==> src/slave_timer_cfg.svh <==
`ifndef SLAVE_TIMER_CFG_SVH
`define SLAVE_TIMER_CFG_SVH
`define OFF_MODE 8'h00
`define OFF_CMP 8'h04
`define OFF_TOM 8'h08
`define OFF_TOL 8'h0c
`define OFF_TOV 8'h10
`define OFF_TOE 8'h14
`define OFF_START 8'h18
`define OFF_STOP 8'h1c
`define OFF_STATUS 8'h20
`define OFF_CNT 8'h24
`define CH_BIT 1
`define SPLIT_BIT 11
`define TRIG_HI 10
`define TRIG_LO 8
`define EDGE_HI 7
`define EDGE_LO 6
`define MD_HI 3
`define MD_LO 1
`define MD_LOW_BIT 0
`define MODE_MASK 16'hdfcf
`define TRIG_SW 3'h0
`define TRIG_EDGE 3'h1
`define TRIG_BOTH 3'h2
`define TRIG_MASTER 3'h4
`define ES_FALL 2'h0
`define ES_RISE 2'h1
`define ES_LOW 2'h2
`define ES_HIGH 2'h3
`define MD_INTERVAL 3'h0
`define MD_CAPTURE 3'h2
`define MD_EVENT 3'h3
`define MD_ONE 3'h4
`define MD_CAPONE 3'h6
`define CNT_ONE 16'h0001
`define CNT_ZERO 16'h0000
`define RESP_OKAY 2'h0
`define RESP_SLVERR 2'h2
`endif

==> src/slave_timer_pkg.sv <==
package slave_timer_pkg;
	typedef enum logic {IDLE, COUNTING} run_t;
	typedef struct packed {
		logic aw_got;
		logic [7:0] awaddr;
		logic w_got;
		logic [15:0] wdata;
		logic [1:0] wstrb;
		logic bvalid;
		logic [1:0] bresp;
		logic rvalid;
		logic [15:0] rdata;
		logic [1:0] rresp;
		logic [15:0] mode;
		logic [15:0] cmp;
		logic tom;
		logic tol;
		logic tov;
		logic toe;
		logic en;
		run_t run;
		logic [15:0] cnt;
		logic pin_prev;
		logic irq;
	} state_t;
endpackage

==> src/slave_timer_channel_pwm.sv <==
// Contract
// - Trigger code 000: only a software start starts the channel.
// - Trigger code 001: valid input edge is both start and capture.
// - Trigger code 010: one input edge starts, the other captures.
// - Trigger code 100: master interrupt starts; other codes prohibited.
// - Edge select 00 picks falling edge, 01 picks rising edge.
// - Edge select 10: falling edge starts, rising edge captures (low width).
// - Edge select 11: rising edge starts, falling edge captures (high width).
// - Modes: interval 000 down, capture 010 up, event counter 011 down.
// - Interval or capture with low bit 1: interrupt and output change at start.
// - Interval, capture, event with low bit 0: no interrupt at start.
// - One-count low bit 0: retrigger while counting ignored, no interrupt.
// - One-count low bit 1: retrigger while counting accepted with interrupt.
// - Capture-and-one-count forces low bit 0: no start interrupt, no retrigger.
// - Duty percent equals slave value over master value plus one, times 100.
// - Output mode bit 0: output toggles on each own interrupt.
// - Output mode bit 1: master interrupt sets, own interrupt resets output.
// - Polarity bit 0 active high, 1 active low.
// - Output value bit holds the current timer output level.
// - Output enable register holds one independent enable per channel.
// - Enable 0: pin shows software value; enable 1: timer drives, writes ignored.
// - Split bit 0 gives 16-bit operation for the slave.
// - Writing 1 to start bit sets enable status; writing 0 does nothing.
//
// The implementer's own choices: the register offsets and the AXI4-Lite slave port.
`include "slave_timer_cfg.svh"
module slave_timer_channel_pwm
	import slave_timer_pkg::*;
(
	input wire logic clock_i,
	input wire logic reset_i,
	input wire logic [7:0] s_axi_awaddr_i,
	input wire logic s_axi_awvalid_i,
	output logic s_axi_awready_o,
	input wire logic [31:0] s_axi_wdata_i,
	input wire logic [3:0] s_axi_wstrb_i,
	input wire logic s_axi_wvalid_i,
	output logic s_axi_wready_o,
	output logic [1:0] s_axi_bresp_o,
	output logic s_axi_bvalid_o,
	input wire logic s_axi_bready_i,
	input wire logic [7:0] s_axi_araddr_i,
	input wire logic s_axi_arvalid_i,
	output logic s_axi_arready_o,
	output logic [31:0] s_axi_rdata_o,
	output logic [1:0] s_axi_rresp_o,
	output logic s_axi_rvalid_o,
	input wire logic s_axi_rready_i,
	input wire logic count_tick_i,
	input wire logic slave_input_pin_i,
	input wire logic master_interrupt_i,
	output logic timer_output_o,
	output logic channel_interrupt_o
);
	state_t st;
	state_t next_st;
	logic aw_hs;
	logic w_hs;
	logic do_wr;
	logic [7:0] wr_addr;
	logic [15:0] wr_data;
	logic [1:0] wr_strb;
	logic sw_start;
	logic [2:0] trig;
	logic [1:0] es;
	logic [2:0] md;
	logic low;
	logic rise;
	logic fall;
	logic st_edge;
	logic op_edge;
	logic start_trig;
	logic cap_trig;
	logic run_en;

	function automatic logic [15:0] merge16(input logic [15:0] old, input logic [15:0] d,
		input logic [1:0] s);
		merge16 = {s[1] ? d[15:8] : old[15:8], s[0] ? d[7:0] : old[7:0]};
	endfunction

	function automatic logic [15:0] ch16(input logic b);
		ch16 = 16'(b) << `CH_BIT;
	endfunction

	assign s_axi_awready_o = !st.aw_got && !st.bvalid;
	assign s_axi_wready_o = !st.w_got && !st.bvalid;
	assign s_axi_arready_o = !st.rvalid;
	assign s_axi_bvalid_o = st.bvalid;
	assign s_axi_bresp_o = st.bresp;
	assign s_axi_rvalid_o = st.rvalid;
	assign s_axi_rresp_o = st.rresp;
	assign s_axi_rdata_o = {16'h0000, st.rdata};
	assign timer_output_o = st.tov;
	assign channel_interrupt_o = st.irq;

	assign aw_hs = s_axi_awvalid_i && s_axi_awready_o;
	assign w_hs = s_axi_wvalid_i && s_axi_wready_o;
	// address and data may arrive in either order; the write fires once both are held
	assign do_wr = (st.aw_got || aw_hs) && (st.w_got || w_hs) && !st.bvalid;
	assign wr_addr = st.aw_got ? st.awaddr : {s_axi_awaddr_i[7:2], 2'h0};
	assign wr_data = st.w_got ? st.wdata : s_axi_wdata_i[15:0];
	assign wr_strb = st.w_got ? st.wstrb : s_axi_wstrb_i[1:0];
	assign sw_start = do_wr && (wr_addr == `OFF_START) && wr_strb[0] && wr_data[`CH_BIT];
	// the start write counts in its own cycle, else a software start would be lost
	assign run_en = st.en || sw_start;

	assign trig = st.mode[`TRIG_HI:`TRIG_LO];
	assign es = st.mode[`EDGE_HI:`EDGE_LO];
	assign md = st.mode[`MD_HI:`MD_LO];
	// low bit has no effect in capture-and-one-count
	assign low = st.mode[`MD_LOW_BIT] && (md != `MD_CAPONE);
	// pin is already synchronous to clock_i
	assign rise = slave_input_pin_i && !st.pin_prev;
	assign fall = !slave_input_pin_i && st.pin_prev;
	// even codes start on falling, odd on rising
	assign st_edge = es[0] ? rise : fall;
	assign op_edge = es[0] ? fall : rise;

	always_comb begin
		start_trig = 1'b0;
		cap_trig = 1'b0;
		case (trig)
			`TRIG_SW: start_trig = sw_start;
			`TRIG_EDGE: begin
				start_trig = st_edge;
				cap_trig = st_edge;
			end
			// edges split between start and capture
			`TRIG_BOTH: begin
				start_trig = st_edge;
				cap_trig = op_edge;
			end
			`TRIG_MASTER: start_trig = master_interrupt_i;
			default: start_trig = 1'b0;
		endcase
	end

	always_comb begin
		next_st = st;
		next_st.irq = 1'b0;
		next_st.pin_prev = slave_input_pin_i;
		if (st.bvalid && s_axi_bready_i) begin
			next_st.bvalid = 1'b0;
		end
		if (aw_hs) begin
			next_st.aw_got = 1'b1;
			next_st.awaddr = {s_axi_awaddr_i[7:2], 2'h0};
		end
		if (w_hs) begin
			next_st.w_got = 1'b1;
			next_st.wdata = s_axi_wdata_i[15:0];
			next_st.wstrb = s_axi_wstrb_i[1:0];
		end
		if (do_wr) begin
			next_st.aw_got = 1'b0;
			next_st.w_got = 1'b0;
			next_st.bvalid = 1'b1;
			next_st.bresp = `RESP_OKAY;
			case (wr_addr)
				// split bit is kept but only 16-bit counting exists
				`OFF_MODE: next_st.mode = merge16(st.mode, wr_data, wr_strb) & `MODE_MASK;
				`OFF_CMP: next_st.cmp = merge16(st.cmp, wr_data, wr_strb);
				`OFF_TOM: if (wr_strb[0]) next_st.tom = wr_data[`CH_BIT];
				`OFF_TOL: if (wr_strb[0]) next_st.tol = wr_data[`CH_BIT];
				// value bit is software owned only while timer output is off
				`OFF_TOV: if (wr_strb[0] && !st.toe) next_st.tov = wr_data[`CH_BIT];
				`OFF_TOE: if (wr_strb[0]) next_st.toe = wr_data[`CH_BIT];
				`OFF_START: if (sw_start) next_st.en = 1'b1;
				`OFF_STOP: if (wr_strb[0] && wr_data[`CH_BIT]) next_st.en = 1'b0;
				`OFF_STATUS, `OFF_CNT: next_st.bresp = `RESP_OKAY;
				default: next_st.bresp = `RESP_SLVERR;
			endcase
			// set beats clear when start and stop land in one write cycle
			if (sw_start) begin
				next_st.en = 1'b1;
			end
		end
		if (st.rvalid && s_axi_rready_i) begin
			next_st.rvalid = 1'b0;
		end
		if (s_axi_arvalid_i && s_axi_arready_o) begin
			next_st.rvalid = 1'b1;
			next_st.rresp = `RESP_OKAY;
			case ({s_axi_araddr_i[7:2], 2'h0})
				`OFF_MODE: next_st.rdata = st.mode;
				`OFF_CMP: next_st.rdata = st.cmp;
				`OFF_TOM: next_st.rdata = ch16(st.tom);
				`OFF_TOL: next_st.rdata = ch16(st.tol);
				`OFF_TOV: next_st.rdata = ch16(st.tov);
				`OFF_TOE: next_st.rdata = ch16(st.toe);
				`OFF_START, `OFF_STOP: next_st.rdata = `CNT_ZERO;
				`OFF_STATUS: next_st.rdata = ch16(st.en);
				`OFF_CNT: next_st.rdata = st.cnt;
				default: begin
					next_st.rdata = `CNT_ZERO;
					next_st.rresp = `RESP_SLVERR;
				end
			endcase
		end
		if (!run_en) begin
			next_st.run = IDLE;
		end else begin
			case (md)
				`MD_INTERVAL, `MD_EVENT: begin
					if (start_trig) begin
						next_st.cnt = st.cmp;
						next_st.run = COUNTING;
						// start interrupt only for interval with low bit set
						next_st.irq = low && (md == `MD_INTERVAL);
					end else if (st.run == COUNTING &&
						((md == `MD_INTERVAL) ? count_tick_i : st_edge)) begin
						if (st.cnt == `CNT_ZERO) begin
							next_st.cnt = st.cmp;
							next_st.irq = 1'b1;
						end else begin
							next_st.cnt = st.cnt - `CNT_ONE;
						end
					end
				end
				`MD_CAPTURE: begin
					if (st.run == IDLE) begin
						if (start_trig) begin
							next_st.cnt = `CNT_ZERO;
							next_st.run = COUNTING;
							// start interrupt follows the low bit
							next_st.irq = low;
						end
					end else if (cap_trig) begin
						next_st.cmp = st.cnt;
						next_st.cnt = `CNT_ZERO;
						next_st.irq = 1'b1;
					end else if (count_tick_i) begin
						next_st.cnt = st.cnt + `CNT_ONE;
					end
				end
				`MD_ONE: begin
					// retrigger acceptance follows the low bit
					if (start_trig && (st.run == IDLE || low)) begin
						next_st.cnt = st.cmp;
						next_st.run = COUNTING;
						next_st.irq = (st.run == COUNTING);
					end else if (st.run == COUNTING && count_tick_i) begin
						// interrupt at zero, then wait for a trigger
						if (st.cnt <= `CNT_ONE) begin
							next_st.cnt = `CNT_ZERO;
							next_st.irq = 1'b1;
							next_st.run = IDLE;
						end else begin
							next_st.cnt = st.cnt - `CNT_ONE;
						end
					end
				end
				`MD_CAPONE: begin
					if (st.run == IDLE) begin
						if (start_trig) begin
							next_st.cnt = `CNT_ZERO;
							next_st.run = COUNTING;
						end
					end else if (cap_trig) begin
						next_st.cmp = st.cnt;
						next_st.irq = 1'b1;
						next_st.run = IDLE;
					end else if (count_tick_i) begin
						next_st.cnt = st.cnt + `CNT_ONE;
					end
				end
				default: next_st.run = IDLE;
			endcase
		end
		// duty comes from cmp ticks active within a master period of the master value plus one
		if (st.toe) begin
			if (st.tom) begin
				// reset to idle level, master set wins on a tie
				if (next_st.irq) begin
					next_st.tov = st.tol;
				end
				if (master_interrupt_i && st.en) begin
					next_st.tov = !st.tol;
				end
			end else if (next_st.irq) begin
				next_st.tov = !st.tov;
			end
		end
	end

	always_ff @(posedge clock_i) begin
		if (reset_i) begin
			st <= '0;
		end else begin
			st <= next_st;
		end
	end
endmodule

==> config.mk <==
export PLATFORM = sky130hd
export DESIGN_NAME = slave_timer_channel_pwm
export DESIGN_NICKNAME = d
export VERILOG_FILES = /design/src/slave_timer_pkg.sv /design/src/slave_timer_channel_pwm.sv
export VERILOG_INCLUDE_DIRS = /design/src
export SDC_FILE = /design/constraint.sdc
export NUM_CORES = 1
export LEC_CHECK = 0
export BUFFER_PORTS_ARGS = -buffer_cell sky130_fd_sc_hd__buf_2
export CORE_ASPECT_RATIO = 1.4
export CORE_MARGIN = 2
export CORE_UTILIZATION = 45
export DETAILED_ROUTE_END_ITERATION = 6
export PLACE_DENSITY = 0.64
export SETUP_SLACK_MARGIN = 0.2
export SLEW_MARGIN = 20
export SYNTH_ARGS = -nofsm -noshare
export SYNTH_HDL_FRONTEND = slang
export SYNTH_SLANG_ARGS = --single-unit
==> constraint.sdc <==
create_clock -name clock_i -period 3.6 [get_ports clock_i]
set_input_delay 0.36 -clock clock_i [delete_from_list [all_inputs] [get_ports clock_i]]
set_output_delay 0.36 -clock clock_i [all_outputs]
set_load 0.03 [all_outputs]
==> impl_metrics.env, run 1 <==
export IMPL_synth_top_family_by_area="simple AND/OR/NAND/NOR gates"
export IMPL_yosys_area_share_simple_pct=23.9
export IMPL_finalWorstSetupSlack_ns=0.364
export IMPL_drt_total_wl_microns=18400
export IMPL_drt_wirelength_per_cell_microns=18.2
export IMPL_outcome="finished, final reports clean"
export IMPL_synth_flop_cell="dfxtp_1"
export IMPL_area_growth_syn_to_layout_pct=10.8
export IMPL_yosys_warnings=0
export IMPL_post_route_util_pct=50.9
export IMPL_fin_tns_setup_ns=0
export IMPL_critPathCaptureType="flip-flop"
export IMPL_synth_commonest_cells="nor2_1, dfxtp_1, nand2_1"
export IMPL_final_antenna_net_count=0
export IMPL_synthArstFlopShare_pct=0
export IMPL_dieHeight_microns=142
export IMPL_via_per_inst=5.85
export IMPL_overflow=0
export IMPL_maxCapViolations=0
export IMPL_synth_edf_count=0
export IMPL_cts_buffers=9
export IMPL_n_antenna_cell=0
export IMPL_seqCellArea_sq_um=1980
export IMPL_synth_compound_area_share_pct=19.9
export IMPL_drive_above_1_share_pct=17.3
export IMPL_drt_initial_drc_count=452
export IMPL_p_leak_nw=2.68
export IMPL_antenna_found_initial=0
export IMPL_routabilityCongestion=0.943
export IMPL_synth_fa_ha_area_share_pct=0.981
export IMPL_initial_core_util_pct=45.9
export IMPL_crit_arrival_ns=3.43
export IMPL_synthDistinctLibCells=64
export IMPL_design_area_sq_um=6780
export IMPL_vias=5930
export IMPL_synth_area_sq_um=6120
export IMPL_die_area_sq_um=14600
export IMPL_skew_ns=0.0110
export IMPL_synth_top_area_cell="dfxtp_1"
export IMPL_rsz0062_at_grt="no"
export IMPL_io_pins=105
export IMPL_coreArea_sq_um=13300
export IMPL_ys_seq_area_share_pct=32.4
export IMPL_fill_cells=1333
export IMPL_yosysMostFrequentCell="nor2_1"
export IMPL_multi_input_area_sq_um=3670
export IMPL_avgSynthCellArea_sq_um=7.68
export IMPL_dpl_cell_area_sq_um=6470
export IMPL_period_share_pct=89.9
export IMPL_clk_latency_ns=0.35
export IMPL_cts_tree="yes"
export IMPL_fmax_ghz=0.309
export IMPL_fp_dieW_microns=103
export IMPL_synthTopCellsByArea="dfxtp_1, mux2i_1, nor2_1"
export IMPL_post_route_min_period_ns=3.24
export IMPL_cp_max_fo=11
export IMPL_h_tree_depth=3
export IMPL_relSlewSlack_pct=25.8
export IMPL_finalSetupViolCount=0
export IMPL_first_pass_iters=5
export IMPL_synth_seq_cells=99
export IMPL_synth_top_area_share_pct=32.4
export IMPL_cp_start_kind="flip-flop"
export IMPL_maxSlewViolCount=0
export IMPL_grt_pass1_vias=5559
export IMPL_drc_errors=0
export IMPL_synth_xor_area_share_pct=0.429
export IMPL_cts_sinks=99
export IMPL_clk_pin_slew_ns=0.08
export IMPL_pre_cts_ws_ns=0.212
export IMPL_cts_root_buf="clkbuf_16"
export IMPL_synthMuxAreaShare_pct=13.3
export IMPL_cts_path_max_buffers=2
export IMPL_cp_required_ns=3.80
export IMPL_groute_usage_overall_pct=25.4
export IMPL_grt_max_degree=45
export IMPL_portBuffers=64
export IMPL_syn_inst=797
export IMPL_vdd_ir_drop_max_mv=0.225
export IMPL_fin_nets=893
export IMPL_grt_pass1_wl_microns=28900
export IMPL_worstMarginPinSlew_ns=1.11
export IMPL_rows=50
export IMPL_hold_viol=0
export IMPL_power_density_nw_per_um2=359
export IMPL_worstHoldPathType="primary input to flip-flop"
export IMPL_place_detailed_hpwl_microns=13400
export IMPL_critical_path_class="flip-flop to flip-flop"
-- sequential cells by signal, indices dropped and copies added (netlist names) --
register,count
md,3
s_axi_bresp_o,1
es,2
s_axi_rresp_o,1
channel_interrupt_o,1
timer_output_o,1
s_axi_rvalid_o,1
st,72
s_axi_bvalid_o,1
s_axi_rdata_o,16
-- metrics by stage --
stage               instances  hold slack (ns)  power, mW
global placement          997            0.439       1.44
global route             1013            0.195       2.52
CTS                      1012            0.184       2.45
floorplan                 814            0.433       1.39
detailed placement        997            0.446       1.45
finish                   1013            0.191       2.43
-- final cells by class --
| cell class | count | area share, % |
|---|---|---|
| Sequential cell | 99 | 29.2 |
| Timing Repair Buffer | 92 | 8.01 |
| Clock inverter | 5 | 0.996 |
| Inverter | 16 | 0.885 |
| Tap cell | 182 | 3.36 |
| Clock buffer | 10 | 3.38 |
| Multi-Input combinational cell | 609 | 54.1 |
-- path summary, 6_finish.rpt --
path                                startpoint             end  slack, ns  depth (start not counted)
worst min-delay path            s_axi_rready_i  s_axi_rvalid_o       0.19                          2
worst max register to register         st[105]           st[5]       0.36                          8
worst max-delay path                   st[105]           st[5]       0.36                          8
worst min register to register          st[91]          st[91]       0.46                          2
-- logic make-up (layout without fill, tap and decap cells) --
kind of cell | after synthesis | count (layout)
mux | 79 | 79
other cells | 1 | 18
flops | 99 | 99
buf+inv | 106 | 123
fa+ha+maj | 5 | 5
xor+xnor | 3 | 3
compound gates | 184 | 184
simple gates | 320 | 320
-- critical path, stage by stage (launching register included) --
cell and delay, ns:
dfxtp_2 0.45, or4b_1 0.48, a2111o_1 0.52, nor3_4 0.37, nor3_1 0.12, a311oi_2 0.36, o31ai_2 0.32, a221oi_1 0.36
nor3_1 0.10
-- cell usage in the layout (no fill, tap or decap), types with 5 or more instances in the layout --
cell type / n
nor2_1: 121
dfxtp_1: 98
nand2_1: 94
buf_2: 64
mux2i_1: 58
a21oi_1: 45
o21ai_0: 43
buf_4: 27
nor3_1: 25
mux2_2: 21
nand3_1: 20
a22oi_1: 18
conb_1: 18
inv_1: 16
a211oi_1: 11
clkbuf_16: 9
a221oi_1: 8
nor4_1: 8
a31oi_1: 8
nor3b_1: 7
o22ai_1: 7
and2_1: 6
o31ai_1: 6
or2_2: 6
o211ai_1: 5
a32o_1: 5
-- power by group --
group | internal (mW) | total [mW] | switching, mW | leakage (nW)
Combinational | 0.0927 | 0.280 | 0.187 | 1.74
Clock | 0.549 | 1.01 | 0.458 | 0.146
Sequential | 1.12 | 1.15 | 0.0221 | 0.803
-- layer usage --
metal / track usage [%] / wire [microns]
met1: 30.4 / 7280
met2: 44.5 / 9480
met3: 3.14 / 1010
met4: 11.3 / 650
met5: 0 / 0
-- what timing repair did --
item / CTS / global route
hold buffers: 0 / 0
gates resized for setup: 0 / 1
setup endpoints to repair: 0 / 17
buffers inserted: 0 / 1
Power figures use the tool's default switching activity.
==> inputs of run 2 (changes only) <==
--- a/config.mk
+++ b/config.mk
@@ -7,11 +7,13 @@
 export NUM_CORES = 1
 export LEC_CHECK = 0
 export BUFFER_PORTS_ARGS = -buffer_cell sky130_fd_sc_hd__buf_2
+export CELL_PAD_IN_SITES_DETAIL_PLACEMENT = 1
+export CELL_PAD_IN_SITES_GLOBAL_PLACEMENT = 1
 export CORE_ASPECT_RATIO = 1.4
 export CORE_MARGIN = 2
-export CORE_UTILIZATION = 45
+export CORE_UTILIZATION = 42
 export DETAILED_ROUTE_END_ITERATION = 6
-export PLACE_DENSITY = 0.64
+export PLACE_DENSITY = 0.78
 export SETUP_SLACK_MARGIN = 0.2
 export SLEW_MARGIN = 20
 export SYNTH_ARGS = -nofsm -noshare
==> impl_metrics.env, run 2 (synthesized netlist as in run 1, its figures left out) <==
export IMPL_via_per_inst=5.89
export IMPL_p_leak_nw=2.67
export IMPL_ff2ff_path_depth=8
export IMPL_top_usage_layer="met2"
export IMPL_hold_depth=2
export IMPL_holdBufCountCts=0
export IMPL_comb_power_share_pct=12.4
export IMPL_relSlewSlack_pct=45.4
export IMPL_groute_usage_overall_pct=26.4
export IMPL_grtUsageMet1_pct=30.2
export IMPL_grt_pass1_vias=6265
export IMPL_maxSlewViolCount=0
export IMPL_power_density_nw_per_um2=356
export IMPL_grt_max_degree=35
export IMPL_drt_wirelength_per_cell_microns=20.0
export IMPL_antenna_found_initial=0
export IMPL_fill_cells=1827
export IMPL_p_clk_share_pct=39.9
export IMPL_cp_required_ns=3.83
export IMPL_gr_usage_met2_pct=48.5
export IMPL_io_pins=105
export IMPL_finalSetupViolCount=0
export IMPL_h_tree_depth=3
export IMPL_fp_dieW_microns=106
export IMPL_die_area_sq_um=15600
export IMPL_cp_start_kind="flip-flop"
export IMPL_clk_pin_slew_ns=0.07
export IMPL_critical_path_class="flip-flop to flip-flop"
export IMPL_cp_max_fo=11
export IMPL_portBuffers=64
export IMPL_regMostFlops="st"
export IMPL_outcome="finished, final reports clean"
export IMPL_cts_root_buf="clkbuf_16"
export IMPL_cts_sinks=99
export IMPL_power_switching_mw=0.686
export IMPL_total_power_mw=2.40
export IMPL_grt_use_met3_pct=3.55
export IMPL_rows=52
export IMPL_crit_arrival_ns=3.40
export IMPL_fin_tns_setup_ns=0
export IMPL_clk_latency_ns=0.35
export IMPL_maxCapViolations=0
export IMPL_drc_errors=0
export IMPL_layout_commonest_cell="nor2_1"
export IMPL_final_antenna_net_count=0
export IMPL_critPathCaptureType="flip-flop"
export IMPL_initial_core_util_pct=42.6
export IMPL_drt_total_wl_microns=20400
export IMPL_cts_tree="yes"
export IMPL_seqPwrFrac_pct=47.7
export IMPL_swShare_pct=28.6
export IMPL_drive_above_1_share_pct=17.1
export IMPL_vdd_ir_drop_max_mv=0.226
export IMPL_routabilityCongestion=0.903
export IMPL_first_pass_iters=5
export IMPL_worstMarginPinSlew_ns=0.812
export IMPL_hold_viol=0
export IMPL_drt_initial_drc_count=358
export IMPL_largest_register_ff_count=72
export IMPL_skew_ns=0.00759
export IMPL_place_detailed_hpwl_microns=15400
export IMPL_period_share_pct=88.2
export IMPL_overflow=0
export IMPL_fmax_ghz=0.315
export IMPL_cts_path_max_buffers=2
export IMPL_rsz0062_at_grt="no"
export IMPL_cts_buffers=9
export IMPL_grt_pass1_wl_microns=32600
export IMPL_intPower_mw=1.72
export IMPL_vias=5998
export IMPL_postCtsSetupBuffers=0
export IMPL_dieHeight_microns=147
export IMPL_worstHoldPathType="primary input to flip-flop"
export IMPL_n_antenna_cell=0
export IMPL_area_growth_syn_to_layout_pct=10.4
export IMPL_final_cell_mix="nor2_1, dfxtp_1, nand2_1"
export IMPL_post_route_min_period_ns=3.17
export IMPL_coreArea_sq_um=14400
export IMPL_fin_nets=890
[run 2: cell count changes in the layout (fill, tap and decap cells not counted), sizes merged]
cell | previous run | this run
clkbuf | 10 | 11
bufinv | 1 | 0
clkinv | 0 | 2
buf | 92 | 89
inv | 20 | 19
[run 2: what timing repair did]
| item | 4_1_cts | 5_1_grt |
|---|---|---|
| resized for setup | 0 | 2 |
| endpoints found under the hold margin | 0 | 0 |
| endpoints found under the setup margin | 0 | 3 |
[run 2: power groups by stage]
stage                     sequential (mW)  combinational (mW)  clock (mW)
after global routing                 1.15               0.321        1.03
after detailed placement             1.17               0.296           0
after global placement               1.17               0.284           0
after CTS                            1.15               0.298       0.973
after floorplan                      1.17               0.219           0
final                                1.15               0.297       0.959
[run 2: layout make-up]
cell class,instances,area [sq um],area share (%)
multi-input cells,609,3670,54.3
well taps,189,236,3.50
flip-flops and latches,99,1980,29.3
clock buffers,11,243,3.59
clock inverters,5,42.5,0.630
inverters,16,60.1,0.889
repair buffers,89,520,7.70
[run 2: worst paths after layout]
| path | start | end | slack, ns |
|---|---|---|---|
| max | st[105] | st[9] | 0.43 |
| min | s_axi_rready_i | s_axi_rvalid_o | 0.19 |
| max reg2reg | st[105] | st[9] | 0.43 |
| min reg2reg | st[94] | st[94] | 0.46 |
[run 2: stage by stage]
stage                     instance area, sq um  hold WS [ns]  worst slack [ns]  utilization (%)  std cells
after global placement                    6460         0.439             0.367             44.9       1002
after global routing                      6760         0.204             0.269             47.0       1018
after CTS                                 6750         0.187             0.328             46.9       1018
after detailed placement                  6460         0.447             0.316             44.9       1002
final                                     6760         0.190             0.427             47.0       1018
after floorplan                           6180         0.433             0.716                -        814
[run 2: worst max-delay path, cell delays in order (launching register included)]
cell and delay, ns:
dfxtp_2 0.45, or4b_1 0.46, a2111o_1 0.50, nor3_4 0.36, o32ai_2 0.22, and2_0 0.33, a221o_1 0.39, a221oi_2 0.26
nor3_1 0.08
[run 2: metal layers]
metal,up-vias,share of wire (%)
met1,2989,40
met3,34,3.7
met5,-,0
met4,0,3.3
li1,2852,-
met2,123,53
==> inputs of run 3 (changes only) <==
--- a/config.mk
+++ b/config.mk
@@ -6,12 +6,13 @@
 export SDC_FILE = /design/constraint.sdc
 export NUM_CORES = 1
 export LEC_CHECK = 0
+export ABC_AREA = 1
 export BUFFER_PORTS_ARGS = -buffer_cell sky130_fd_sc_hd__buf_2
 export CELL_PAD_IN_SITES_DETAIL_PLACEMENT = 1
 export CELL_PAD_IN_SITES_GLOBAL_PLACEMENT = 1
 export CORE_ASPECT_RATIO = 1.4
 export CORE_MARGIN = 2
-export CORE_UTILIZATION = 42
+export CORE_UTILIZATION = 40
 export DETAILED_ROUTE_END_ITERATION = 6
 export PLACE_DENSITY = 0.78
 export SETUP_SLACK_MARGIN = 0.2
==> impl_metrics.env, run 3 <==
export IMPL_grt_use_met3_pct=3.53
export IMPL_seqPwrFrac_pct=44.7
export IMPL_critical_path_class="flip-flop to flip-flop"
export IMPL_outcome="finished, final reports clean"
export IMPL_drt_total_wl_microns=21100
export IMPL_h_tree_depth=3
export IMPL_fmax_ghz=0.353
export IMPL_synth_seq_cells=99
export IMPL_fin_nets=1032
export IMPL_initial_core_util_pct=41.0
export IMPL_regMostFlops="st"
export IMPL_cp_max_fo=8
export IMPL_cts_tree="yes"
export IMPL_final_antenna_net_count=0
export IMPL_path_buf_inv=4
export IMPL_crit_chain="inv_1, nand2_1, nor2_1, inv_1, nor3_1, a21boi_1, inv_1, nand3_1, buf_4, nor2_1, a21oi_1, o21ai_0, nor3_1, nor2_1"
export IMPL_cp_start_kind="flip-flop"
export IMPL_maxSlewViolCount=0
export IMPL_cp_required_ns=3.85
export IMPL_power_switching_mw=0.733
export IMPL_rows=53
export IMPL_largest_register_ff_count=72
export IMPL_syn_inst=934
export IMPL_post_route_min_period_ns=2.84
export IMPL_synth_top_area_share_pct=32.1
export IMPL_clk_latency_ns=0.35
export IMPL_drive_above_1_share_pct=13.4
export IMPL_cp_slowest_stage_delay_ns=0.37
export IMPL_post_cts_resized=0
export IMPL_dpl_cell_area_sq_um=6470
export IMPL_fin_tns_setup_ns=0
export IMPL_postCtsSetupBuffers=0
export IMPL_io_pins=105
export IMPL_swShare_pct=28.2
export IMPL_worstMarginPinSlew_ns=0.920
export IMPL_fp_dieW_microns=109
export IMPL_grt_max_degree=46
export IMPL_crit_arrival_ns=3.09
export IMPL_vdd_ir_drop_max_mv=0.201
export IMPL_gr_usage_met2_pct=45.0
export IMPL_critPathSlowestCell="dfxtp_1"
export IMPL_synth_top_area_cell="dfxtp_1"
export IMPL_first_pass_iters=5
export IMPL_comb_power_share_pct=12.5
export IMPL_p_clk_share_pct=42.7
export IMPL_cts_sinks=99
export IMPL_grt_pass1_vias=6442
export IMPL_final_cell_mix="nand2_1, nor2_1, dfxtp_1"
export IMPL_p_leak_nw=2.83
export IMPL_top_usage_layer="met2"
export IMPL_coreArea_sq_um=15100
export IMPL_holdBufCountCts=0
export IMPL_clk_pin_slew_ns=0.08
export IMPL_period_share_pct=78.8
export IMPL_critPathCaptureType="flip-flop"
export IMPL_portBuffers=64
export IMPL_finalSetupViolCount=0
export IMPL_vias=6529
export IMPL_place_detailed_hpwl_microns=16000
export IMPL_yosysMostFrequentCell="nand2_1"
export IMPL_worstHoldPathType="primary input to flip-flop"
export IMPL_n_antenna_cell=0
export IMPL_cts_root_buf="clkbuf_16"
export IMPL_synth_commonest_cells="nand2_1, nor2_1, dfxtp_1"
export IMPL_routabilityCongestion=0.981
export IMPL_antenna_found_initial=0
export IMPL_synthDistinctLibCells=53
export IMPL_design_area_sq_um=6800
export IMPL_skew_ns=0.0104
export IMPL_rsz0062_at_grt="no"
export IMPL_drt_initial_drc_count=332
export IMPL_area_growth_syn_to_layout_pct=10.1
export IMPL_avgSynthCellArea_sq_um=6.62
export IMPL_layout_commonest_cell="nand2_1"
export IMPL_ys_seq_area_share_pct=32.1
export IMPL_cp_top_family="simple AND/OR/NAND/NOR gates"
export IMPL_drt_wirelength_per_cell_microns=18.1
export IMPL_relSlewSlack_pct=38.6
export IMPL_maxCapViolations=0
export IMPL_power_density_nw_per_um2=382
export IMPL_grt_pass1_wl_microns=33500
export IMPL_synth_area_sq_um=6180
export IMPL_via_per_inst=5.61
export IMPL_cts_buffers=9
export IMPL_hold_viol=0
export IMPL_overflow=0
export IMPL_fill_cells=2031
export IMPL_die_area_sq_um=16500
export IMPL_yosys_warnings=0
export IMPL_synthTopCellsByArea="dfxtp_1, nand2_1, o21ai_0"
export IMPL_drc_errors=0
export IMPL_synthArstFlopShare_pct=0
export IMPL_cts_path_max_buffers=2
export IMPL_grtUsageMet1_pct=31.5
export IMPL_intPower_mw=1.87
export IMPL_synth_flop_cell="dfxtp_1"
export IMPL_dieHeight_microns=151
export IMPL_synth_edf_count=0
export IMPL_groute_usage_overall_pct=26.3
[run 3: changes by cell type in the layout (fill, tap and decap cells not counted), moves of 17 or more]
cell,delta
o21ai_1,+17
a21oi_1,+34
inv_1,+72
o21ai_0,+47
mux2i_1,-48
mux2_2,-21
nand2_1,+61
[run 3: cell type report]
cell class | instances | area (sq um) | area share [%]
multi-input combinational | 670 | 3410 | 50.1
sequential | 99 | 1980 | 29.1
inverter | 107 | 404 | 5.94
clock buffer | 10 | 239 | 3.51
timing repair buffer | 79 | 433 | 6.36
clock inverter | 6 | 93.8 | 1.38
tap | 192 | 240 | 3.53
[run 3: worst paths after layout]
path,startpoint,to,slack [ns],depth (start not counted)
worst max register to register,st[13],st[11],0.76,14
worst max-delay path,st[13],st[11],0.76,14
worst min register to register,st[95],st[95],0.46,2
worst min-delay path,s_axi_wdata_i[9],st[89],0.27,3
[run 3: logic make-up (layout without fill, tap and decap cells)]
logic type,Yosys count,count (layout),share of synthesized area (%)
flops,99,99,32.1
mux,10,10,1.62
buf+inv,182,202,13.8
simple gates,348,348,23.9
xor+xnor,14,14,1.98
other cells,1,18,0.0607
fa+ha+maj,4,4,0.810
compound gates,276,276,25.8
[run 3: per-stage QoR]
step | setup slack, ns | hold WS, ns | std cells | power (mW) | utilization [%]
2_1_floorplan | 1.51 | 0.427 | 951 | 1.43 | -
3_3_place_gp | 0.848 | 0.441 | 1147 | 1.51 | 43.0
3_5_place_dp | 0.823 | 0.453 | 1147 | 1.52 | 43.0
4_1_cts | 0.819 | 0.272 | 1163 | 2.62 | 45.2
5_1_grt | 0.551 | 0.294 | 1163 | 2.70 | 45.2
6_report | 0.764 | 0.273 | 1163 | 2.60 | 45.2
[run 3: worst register-to-register path, stage by stage (launching register included)]
cell	delay [ns]
dfxtp_1	0.37
inv_1	0.24
nand2_1	0.12
nor2_1	0.18
inv_1	0.08
nor3_1	0.30
a21boi_1	0.32
inv_1	0.09
nand3_1	0.34
buf_4	0.26
nor2_1	0.05
a21oi_1	0.10
o21ai_0	0.09
nor3_1	0.13
nor2_1	0.06
[run 3: per-layer routing]
metal  routed length [microns]  vias to the layer above
met5                         0                        -
met4                      1080                        0
met1                      8570                     3143
met3                       907                       49
met2                     10500                      175
li1                          -                     3162
[run 3: power groups by stage]
| stage | sequential [mW] | combinational, mW | clock (mW) |
|---|---|---|---|
| 3_3_place_gp | 1.19 | 0.320 | 0 |
| 3_5_place_dp | 1.19 | 0.328 | 0 |
| 6_report | 1.16 | 0.326 | 1.11 |
| 4_1_cts | 1.16 | 0.329 | 1.13 |
| 5_1_grt | 1.17 | 0.368 | 1.17 |
| 2_1_floorplan | 1.18 | 0.250 | 0 |
